<file path="src/rtl/ter_pkg.sv">
// shared constants and carrier types for the tamper event recorder
package ter_pkg;
  localparam int unsigned CHANNELS = 3;
  localparam int unsigned TIME_W = 32;
  localparam int unsigned COUNT_W = 16;
  localparam logic [31:0] TIME_RESET = 32'h0000_0000;
  localparam logic [15:0] COUNT_RESET = 16'h0000;
  localparam logic [15:0] COUNT_ONE = 16'h0001;
  localparam logic [15:0] COUNT_MAX = 16'hffff;

  // per-channel record as seen by the outside
  typedef struct packed {
    logic [TIME_W-1:0] first_time;
    logic [TIME_W-1:0] last_time;
    logic [COUNT_W-1:0] count;
  } ter_record_t;

  // system-side power and enable levels
  typedef struct packed {
    logic sys_running;
    logic irq_enable;
    logic wake_enable;
  } ter_sys_t;
endpackage

</file>
<file path="src/rtl/ter_recorder.sv">
// tamper event recorder: edge detect, counters, first and last timestamps
`timescale 1ns/1ps
`default_nettype none

module ter_recorder #(
  parameter int unsigned CHANNELS = ter_pkg::CHANNELS
) (
  // clock and reset from the backup domain
  input wire logic ref_clk_in,
  input wire logic arst_n_in,
  // sensor pins and time base
  input wire logic [CHANNELS-1:0] event_input_pin_in,
  input wire logic [ter_pkg::TIME_W-1:0] rtc_time_in,
  // system side
  input wire ter_pkg::ter_sys_t sys_in,
  input wire logic [CHANNELS-1:0] flag_clear_in,
  input wire logic record_clear_in,
  // records and signals out
  output var ter_pkg::ter_record_t [CHANNELS-1:0] record_out,
  output logic [CHANNELS-1:0] gpio_flags_out,
  output logic irq_out,
  output logic wake_out
);

  // edge history and per-channel working state
  logic [CHANNELS-1:0] pin_prev;
  logic [CHANNELS-1:0] pin_armed;
  logic [CHANNELS-1:0] event_hit;
  logic [CHANNELS-1:0] chan_empty;
  logic [CHANNELS-1:0] take_first;
  logic [CHANNELS-1:0] flags;
  logic [CHANNELS-1:0] next_flags;
  logic any_flag;
  logic next_irq;
  logic next_wake;
  logic [ter_pkg::TIME_W-1:0] first_time [CHANNELS];
  logic [ter_pkg::TIME_W-1:0] last_time [CHANNELS];
  logic [ter_pkg::COUNT_W-1:0] count [CHANNELS];
  logic [ter_pkg::COUNT_W-1:0] next_count [CHANNELS];
  ter_pkg::ter_record_t [CHANNELS-1:0] rec;

  // arming: the first edge after reset only loads history
  typedef enum logic {ARM_WAIT, ARM_LIVE} ter_arm_state_t;
  ter_arm_state_t arm_state;
  ter_arm_state_t next_arm_state;

  // a full counter stays full rather than wrapping
  function automatic logic [ter_pkg::COUNT_W-1:0] sat_inc(
    input logic [ter_pkg::COUNT_W-1:0] value
  );
    if (value == ter_pkg::COUNT_MAX)
      return value;
    return value + ter_pkg::COUNT_ONE;
  endfunction

  // level change in either direction on an armed channel
  function automatic logic [CHANNELS-1:0] level_change(
    input logic [CHANNELS-1:0] now,
    input logic [CHANNELS-1:0] prev,
    input logic [CHANNELS-1:0] armed
  );
    return (now ^ prev) & armed;
  endfunction

  function automatic logic is_empty(
    input logic [ter_pkg::COUNT_W-1:0] value
  );
    return value == ter_pkg::COUNT_RESET;
  endfunction

  always_comb
  begin
    case (arm_state)
      ARM_WAIT: next_arm_state = ARM_LIVE;
      ARM_LIVE: next_arm_state = ARM_LIVE;
      default: next_arm_state = ARM_WAIT;
    endcase
  end

  always_ff @(posedge ref_clk_in or negedge arst_n_in)
  begin
    if (!arst_n_in)
    begin
      arm_state <= ARM_WAIT;
    end
    else
    begin
      arm_state <= next_arm_state;
    end
  end

  always_comb
  begin
    pin_armed = {CHANNELS{arm_state == ARM_LIVE}};
  end

  // previous pin levels
  always_ff @(posedge ref_clk_in or negedge arst_n_in)
  begin
    if (!arst_n_in)
    begin
      pin_prev <= '0;
    end
    else
    begin
      pin_prev <= event_input_pin_in;
    end
  end

  // both directions count; channels are independent
  always_comb
  begin
    event_hit = level_change(event_input_pin_in, pin_prev, pin_armed);
  end

  always_comb
  begin
    for (int i = 0; i < CHANNELS; i++)
    begin
      chan_empty[i] = is_empty(count[i]);
    end
  end

  // an event in the clear cycle starts a fresh record
  always_comb
  begin
    for (int i = 0; i < CHANNELS; i++)
    begin
      take_first[i] = event_hit[i]
        && (chan_empty[i] || record_clear_in);
    end
  end

  always_comb
  begin
    for (int i = 0; i < CHANNELS; i++)
    begin
      if (record_clear_in)
        next_count[i] = ter_pkg::COUNT_RESET;
      else
        next_count[i] = count[i];
      if (event_hit[i])
        next_count[i] = sat_inc(next_count[i]);
    end
  end

  // event counters, kept whatever the system power state
  always_ff @(posedge ref_clk_in or negedge arst_n_in)
  begin
    if (!arst_n_in)
    begin
      for (int i = 0; i < CHANNELS; i++)
      begin
        count[i] <= ter_pkg::COUNT_RESET;
      end
    end
    else
    begin
      for (int i = 0; i < CHANNELS; i++)
      begin
        count[i] <= next_count[i];
      end
    end
  end

  // first-event timestamp, taken only into an empty record or in the record clear cycle
  always_ff @(posedge ref_clk_in or negedge arst_n_in)
  begin
    if (!arst_n_in)
    begin
      for (int i = 0; i < CHANNELS; i++)
      begin
        first_time[i] <= ter_pkg::TIME_RESET;
      end
    end
    else
    begin
      for (int i = 0; i < CHANNELS; i++)
      begin
        if (take_first[i])
          first_time[i] <= rtc_time_in;
        else if (record_clear_in)
          first_time[i] <= ter_pkg::TIME_RESET;
      end
    end
  end

  // last-event timestamp follows every event
  always_ff @(posedge ref_clk_in or negedge arst_n_in)
  begin
    if (!arst_n_in)
    begin
      for (int i = 0; i < CHANNELS; i++)
      begin
        last_time[i] <= ter_pkg::TIME_RESET;
      end
    end
    else
    begin
      for (int i = 0; i < CHANNELS; i++)
      begin
        if (event_hit[i])
          last_time[i] <= rtc_time_in;
        else if (record_clear_in)
          last_time[i] <= ter_pkg::TIME_RESET;
      end
    end
  end

  // sticky flags; a same-cycle event beats the clear
  always_comb
  begin
    next_flags = (flags & ~flag_clear_in) | event_hit;
  end

  always_ff @(posedge ref_clk_in or negedge arst_n_in)
  begin
    if (!arst_n_in)
    begin
      flags <= '0;
    end
    else
    begin
      flags <= next_flags;
    end
  end

  // interrupt only while running, wake only while off
  always_comb
  begin
    any_flag = |flags;
    next_irq = any_flag && sys_in.irq_enable && sys_in.sys_running;
    next_wake = any_flag && sys_in.wake_enable && !sys_in.sys_running;
  end

  // gather per-channel state into the outward record
  always_comb
  begin
    for (int i = 0; i < CHANNELS; i++)
    begin
      rec[i].first_time = first_time[i];
      rec[i].last_time = last_time[i];
      rec[i].count = count[i];
    end
  end

  // registered outputs, record one cycle behind
  always_ff @(posedge ref_clk_in or negedge arst_n_in)
  begin
    if (!arst_n_in)
    begin
      record_out <= '0;
    end
    else
    begin
      record_out <= rec;
    end
  end

  always_ff @(posedge ref_clk_in or negedge arst_n_in)
  begin
    if (!arst_n_in)
    begin
      gpio_flags_out <= '0;
    end
    else
    begin
      gpio_flags_out <= flags;
    end
  end

  always_ff @(posedge ref_clk_in or negedge arst_n_in)
  begin
    if (!arst_n_in)
    begin
      irq_out <= 1'b0;
    end
    else
    begin
      irq_out <= next_irq;
    end
  end

  always_ff @(posedge ref_clk_in or negedge arst_n_in)
  begin
    if (!arst_n_in)
    begin
      wake_out <= 1'b0;
    end
    else
    begin
      wake_out <= next_wake;
    end
  end
endmodule
`default_nettype wire

</file>
<file path="config.mk">
export PLATFORM = sky130hd
export DESIGN_NAME = ter_recorder
export DESIGN_NICKNAME = d
export VERILOG_FILES = /design/src/rtl/ter_pkg.sv /design/src/rtl/ter_recorder.sv
export SDC_FILE = /design/constraint.sdc
export NUM_CORES = 1
export LEC_CHECK = 0
export BUFFER_PORTS_ARGS = -buffer_cell sky130_fd_sc_hd__buf_2
export CORE_MARGIN = 1
export CORE_UTILIZATION = 35
export DETAILED_ROUTE_END_ITERATION = 8
export PLACE_DENSITY = 0.65
export SLEW_MARGIN = 10
export SYNTH_ARGS = -nofsm -noshare
export SYNTH_HDL_FRONTEND = slang
export SYNTH_SLANG_ARGS = --single-unit
</file>
<file path="constraint.sdc">
create_clock -name ref_clk_in -period 2.9 [get_ports ref_clk_in]
set_input_delay 0.145 -clock ref_clk_in [delete_from_list [all_inputs] [get_ports ref_clk_in]]
set_output_delay 0.145 -clock ref_clk_in [all_outputs]
set_load 0.005 [all_outputs]
</file>
==> impl_metrics.json, run 1 <==
{
  "hold_class": "in -> reg",
  "max-vdd-ir-drop_mv": 0.494,
  "cts_buffers": 49,
  "start_util": 0.356,
  "cts_setup_buffers": 0,
  "cts_tree": "done",
  "cts_resized": 0,
  "crit_path_end_kind": "register",
  "dpl_cell_area_um2": 18700,
  "grt_use_total": 0.186,
  "status": "finished clean",
  "cts_hold_buf": 42,
  "setup_viol": 0,
  "final_layout_size_suffix_gt1_frac": 0.269,
  "grt_start_max_net_pins": 96,
  "insertion_delay_ps": 580,
  "worst_pin_slew_ps": 987,
  "syn_nets": 1256,
  "drv_slew": 0,
  "final_nets": 1616,
  "p_switching_mw": 3.65,
  "synth_edf_count": 0,
  "root_buffer": "clkbuf_16",
  "power.clock.fraction": 0.410,
  "crit_family": "simple AND/OR/NAND/NOR gates",
  "ys.flop_type": "dfrtp_1",
  "cp_cell_sequence": "nor2b_1 -> ha_1 -> nand4_1 -> nor4_1 -> a21oi_1 -> mux2_2",
  "sw_frac_of_total": 0.239,
  "p_leak_nw": 10.9,
  "wl_um": 43600,
  "grt_pass1_vias": 11249,
  "drt_iter0_drc": 837,
  "most-common-layout-cells": "dfrtp_1 (492), buf_2 (287), nand2_1 (221), nand3_1 (113), a22o_1 (96)",
  "vias": 10965,
  "io_buffers": 288,
  "clock_path_buffers": 3,
  "internal_power_mw": 11.6,
  "hold_viol_final": 0,
  "power.density_nw_per_um2": 734,
  "cp-start-kind": "register",
  "clkSinkCount": 492,
  "holdWs_ps": 45.2,
  "worstPathArrival_ps": 2800,
  "skew_ps": 21.9,
  "synthesis.area_um2": 16300,
  "drv_cap": 0,
  "htree_num_levels": 2,
  "comb_power_share": 0.084,
  "yosysTopAreaCell": "dfrtp_1",
  "seqPwrFrac": 0.505,
  "synth_cells": 1209,
  "gp_congestion": 0.830,
  "avgRoutedWirePerCell_um": 19.8,
  "final.setup.tns_ps": 0,
  "synth-seq-area-share": 0.756,
  "rsz0062_at_grt": "no",
  "dr.pass1.iters": 5,
  "required_ps": 3360,
  "synth_area_leaders": "dfrtp_1 (76%), nand2_1 (5.2%), a22o_1 (5.2%)",
  "chipWidth_um": 218,
  "placement_rows": 78,
  "vias_per_cell": 4.97,
  "clk_pin_slew_ps": 60,
  "yosysWarnings": 0,
  "syn_avg_cell_area_um2": 13.5,
  "power_mw": 15.3,
  "dieHeight_um": 218,
  "area_growth_pct": 27.7,
  "drc_errors": 0,
  "fin_crit_ps": 2340,
  "core_area_um2": 45700,
  "ys_ff_latch": 492,
  "synth-async-reset-ratio": 1.00,
  "grt_overflow_total": 0,
  "critPathMaxFanout": 6,
  "antenna_found_initial": 0,
  "relSlewSlack": 0.341,
  "fmax_ghz": 0.427,
  "critical-path-max-stage-delay_ps": 690,
  "grt_pass1_wl_um": 67200,
  "slowest_stage": "nor4_1",
  "ys_types": 51,
  "ant_nets": 0,
  "antenna_cells": 0,
  "finalCritPeriodShare": 0.807,
  "hpwlAfterDp_um": 28200,
  "design_area_um2": 20800,
  "worst-path-buf-inv": 0,
  "layoutNonFillerInstCount": 2206,
  "final_common_cell": "dfrtp_1",
  "crit_type": "reg -> reg",
  "dp_cells": 2076,
  "num_io_pins": 289,
  "synth_top_area_frac": 0.756,
  "die_area_um2": 47400
}
per-layer routing:
metal / global-route usage / vias to the layer above / share of wire
met1: 0.254 / 5612 / 0.43
met2: 0.304 / 396 / 0.49
li1: - / 4886 / -
met4: 0.0519 / 0 / 0.023
met5: 0 / - / 0
met3: 0.0356 / 71 / 0.057
power by group through the flow:
stage / Clock (mW) / Sequential [mW] / Combinational [mW]
4_1_cts: 6.42 / 7.72 / 1.32
6_report: 6.26 / 7.71 / 1.29
3_5_place_dp: 0 / 7.84 / 1.27
2_1_floorplan: 0 / 7.78 / 0.441
5_1_grt: 6.71 / 7.77 / 1.43
3_3_place_gp: 0 / 7.82 / 1.25
worst paths after layout:
| check | cells after the start | endpoint | slack, ps | start |
|---|---|---|---|---|
| min in group asynchronous | 2 | count[42] | 190 | arst_n_in |
| hold / removal | 2 | count[8] | 50 | record_clear_in |
| hold reg to reg | 0 | record_out[69] | 370 | first_time[85] |
| setup reg to reg | 6 | count[17] | 560 | count[17] |
| max in group asynchronous | 4 | first_time[67] | 1720 | arst_n_in |
| setup / recovery | 6 | count[17] | 560 | count[17] |
Yosys cell counts, types with 5 or more instances:
cell        n
o21ai_0     9
xor2_1      6
a21oi_1    17
and2_1      7
dfrtp_1   492
clkbuf_1   46
nor4_1     18
mux2_2      5
xnor2_1    23
nor2b_1    18
inv_1      11
nand2_1   224
buf_1      11
nor3_1      7
nand3_1   113
nand4_1    16
a22o_1     96
nor2_1     32
registers in the layout (all words and copies together) (netlist names):
register,cells
arm_state,1
count,48
first_time,96
flags,3
gpio_flags_out,3
irq_out,1
last_time,96
pin_prev,3
record_out,240
wake_out,1
cell families after synthesis:
logic type / count (synthesis) / share of synthesized area
multiplexers: 7 / 0.00469
other: 1 / 0.000230
flip-flops: 492 / 0.756
XOR/XNOR: 29 / 0.0156
buffers and inverters: 71 / 0.0170
AND/OR/NAND/NOR: 464 / 0.134
AO/OA/AOI/OAI: 142 / 0.0700
adder cells (fa/ha/maj): 3 / 0.00231
cell type report:
cell class              instances  area (µm²)
flip-flops and latches        492       12300
clock buffers                  75        1510
multi-input cells             646        3760
well taps                     600         751
repair buffers                369        2300
clock inverters                13         114
inverters                      11        43.8
fillers                      4054       24900
through the flow:
stage | setup WS [ps] | utilization
finish | 560 | 0.455
global route | 342 | 0.455
floorplan | 646 | -
detailed placement | 428 | 0.410
global placement | 469 | 0.410
CTS | 590 | 0.455
No activity file was read; power rests on OpenSTA's default activity.
==> run 2: changes to the inputs <==
==> constraint.sdc (replaced) <==
create_clock -name ref_clk_in -period 2.32 [get_ports ref_clk_in]
set_input_delay 0.116 -clock ref_clk_in [delete_from_list [all_inputs] [get_ports ref_clk_in]]
set_output_delay 0.116 -clock ref_clk_in [all_outputs]
set_load 0.005 [all_outputs]
==> impl_metrics.json, run 2 (synthesis gave the netlist of run 1 again) <==
{
  "status": "finished clean",
  "antenna_found_initial": 0,
  "regMostFlops": "record_out",
  "dieHeight_um": 218,
  "n_fill_cell": 4062,
  "worstPathArrival_ps": 2640,
  "route.met2.wl_um": 21000,
  "seqCellArea_um2": 12300,
  "relSlewSlack": 0.303,
  "setup_viol": 0,
  "grt_pass1_vias": 11056,
  "cp-start-kind": "register",
  "avgRoutedWirePerCell_um": 19.7,
  "worst_pin_slew_ps": 1040,
  "chipWidth_um": 218,
  "grt_overflow_total": 0,
  "vias": 11026,
  "start_util": 0.356,
  "critPathMaxFanout": 6,
  "setup_slack_ps": 133,
  "htree_num_levels": 2,
  "drc_errors": 0,
  "layoutNonFillerInstCount": 2222,
  "wl_um": 43700,
  "crit_path_end_kind": "register",
  "rsz0062_at_grt": "no",
  "fin_crit_ps": 2190,
  "most-common-layout-cells": "dfrtp_1 (492), buf_2 (287), nand2_1 (221), nand3_1 (113), a22o_1 (96)",
  "die_area_um2": 47400,
  "insertion_delay_ps": 580,
  "gp_congestion": 0.856,
  "clkSinkCount": 492,
  "final_layout_size_suffix_gt1_frac": 0.275,
  "power_mw": 19.7,
  "clock_path_buffers": 3,
  "fin_util": 0.460,
  "io_buffers": 288,
  "dpl_cell_area_um2": 18800,
  "power.density_nw_per_um2": 935,
  "hpwlAfterDp_um": 27900,
  "cts_tree": "done",
  "grt_pass1_wl_um": 66700,
  "design_area_um2": 21000,
  "num_io_pins": 289,
  "dp_cells": 2088,
  "place_ws_ps": 0.577,
  "vias_per_cell": 4.96,
  "drv_slew": 0,
  "dr.pass1.iters": 5,
  "hold_class": "in -> async",
  "required_ps": 2780,
  "grt_use_total": 0.186,
  "placement_rows": 78,
  "final_nets": 1629,
  "cts_setup_buffers": 0,
  "largestRegisters": "record_out: 240 flops, first_time: 96 flops, last_time: 96 flops",
  "cts_buffers": 49,
  "largest_reg_flops": 240,
  "wl_met1_um": 18900,
  "drv_cap": 0,
  "max-vdd-ir-drop_mv": 0.667,
  "skew_ps": 16.1,
  "wl_met3_um": 2810,
  "top_layer": "met4",
  "clk_pin_slew_ps": 60,
  "hold_viol_final": 0,
  "p_leak_nw": 11.0,
  "root_buffer": "clkbuf_16",
  "holdWs_ps": 32.4,
  "area_growth_pct": 29.1,
  "ant_nets": 0,
  "fmax_ghz": 0.457,
  "drt_iter0_drc": 880,
  "multi_input_area_um2": 3770,
  "grt_start_max_net_pins": 112,
  "crit_type": "reg -> reg",
  "finalCritPeriodShare": 0.943,
  "core_area_um2": 45700,
  "final_common_cell": "dfrtp_1",
  "final.setup.tns_ps": 0
}
run 2: cell types whose count changed in the layout (fill, tap and decap cells not counted), moves of 2 or more:
cell       delta
buf_4        +12
clkbuf_1      +3
clkinv_4      -2
clkbuf_16     -2
clkbuf_8      -6
bufinv_16     +7
clkinv_8      +2
run 2: report_power, final:
part           internal, mW  switching (mW)
clock                  5.07            3.30
combinational         0.669           0.996
sequential             9.29           0.335
run 2: cell type report:
class | instances | area share
timing repair buffer | 382 | 0.114
clock inverter | 20 | 0.0163
sequential | 492 | 0.586
inverter | 11 | 0.00208
antenna | 1 | 0.000119
multi-input combinational | 646 | 0.180
tap | 600 | 0.0357
clock buffer | 70 | 0.0659
run 2: what timing repair did:
action                                 CTS  global route
setup endpoints to repair                0            13
hold buffers                            43             0
gates resized for setup                  0             2
endpoints found under the hold margin  304             0
run 2: worst max-delay path, stage by stage, from the launching register on:
cell,delay [ps]
dfrtp_1,440
and4b_2,320
nand4_4,110
or4_4,520
nor4_1,310
mux2_2,380
run 2: path summary, 6_finish.rpt:
check	end	slack, ps	cells after the start	start
setup / recovery	count[15]	130	5	count[2]
hold / removal	record_out[8]	30	2	arst_n_in
setup reg to reg	count[15]	130	5	count[2]
hold reg to reg	record_out[205]	370	0	last_time[29]
max in group asynchronous	last_time[29]	1340	3	arst_n_in
min in group ref_clk_in	pin_prev[0]	220	2	event_input_pin_in[0]
run 2: per-layer routing:
| layer | vias to the layer above | GRT usage |
|---|---|---|
| met4 | 0 | 0.0540 |
| li1 | 4905 | - |
| met1 | 5637 | 0.252 |
| met5 | - | 0 |
| met3 | 77 | 0.0409 |
| met2 | 407 | 0.298 |
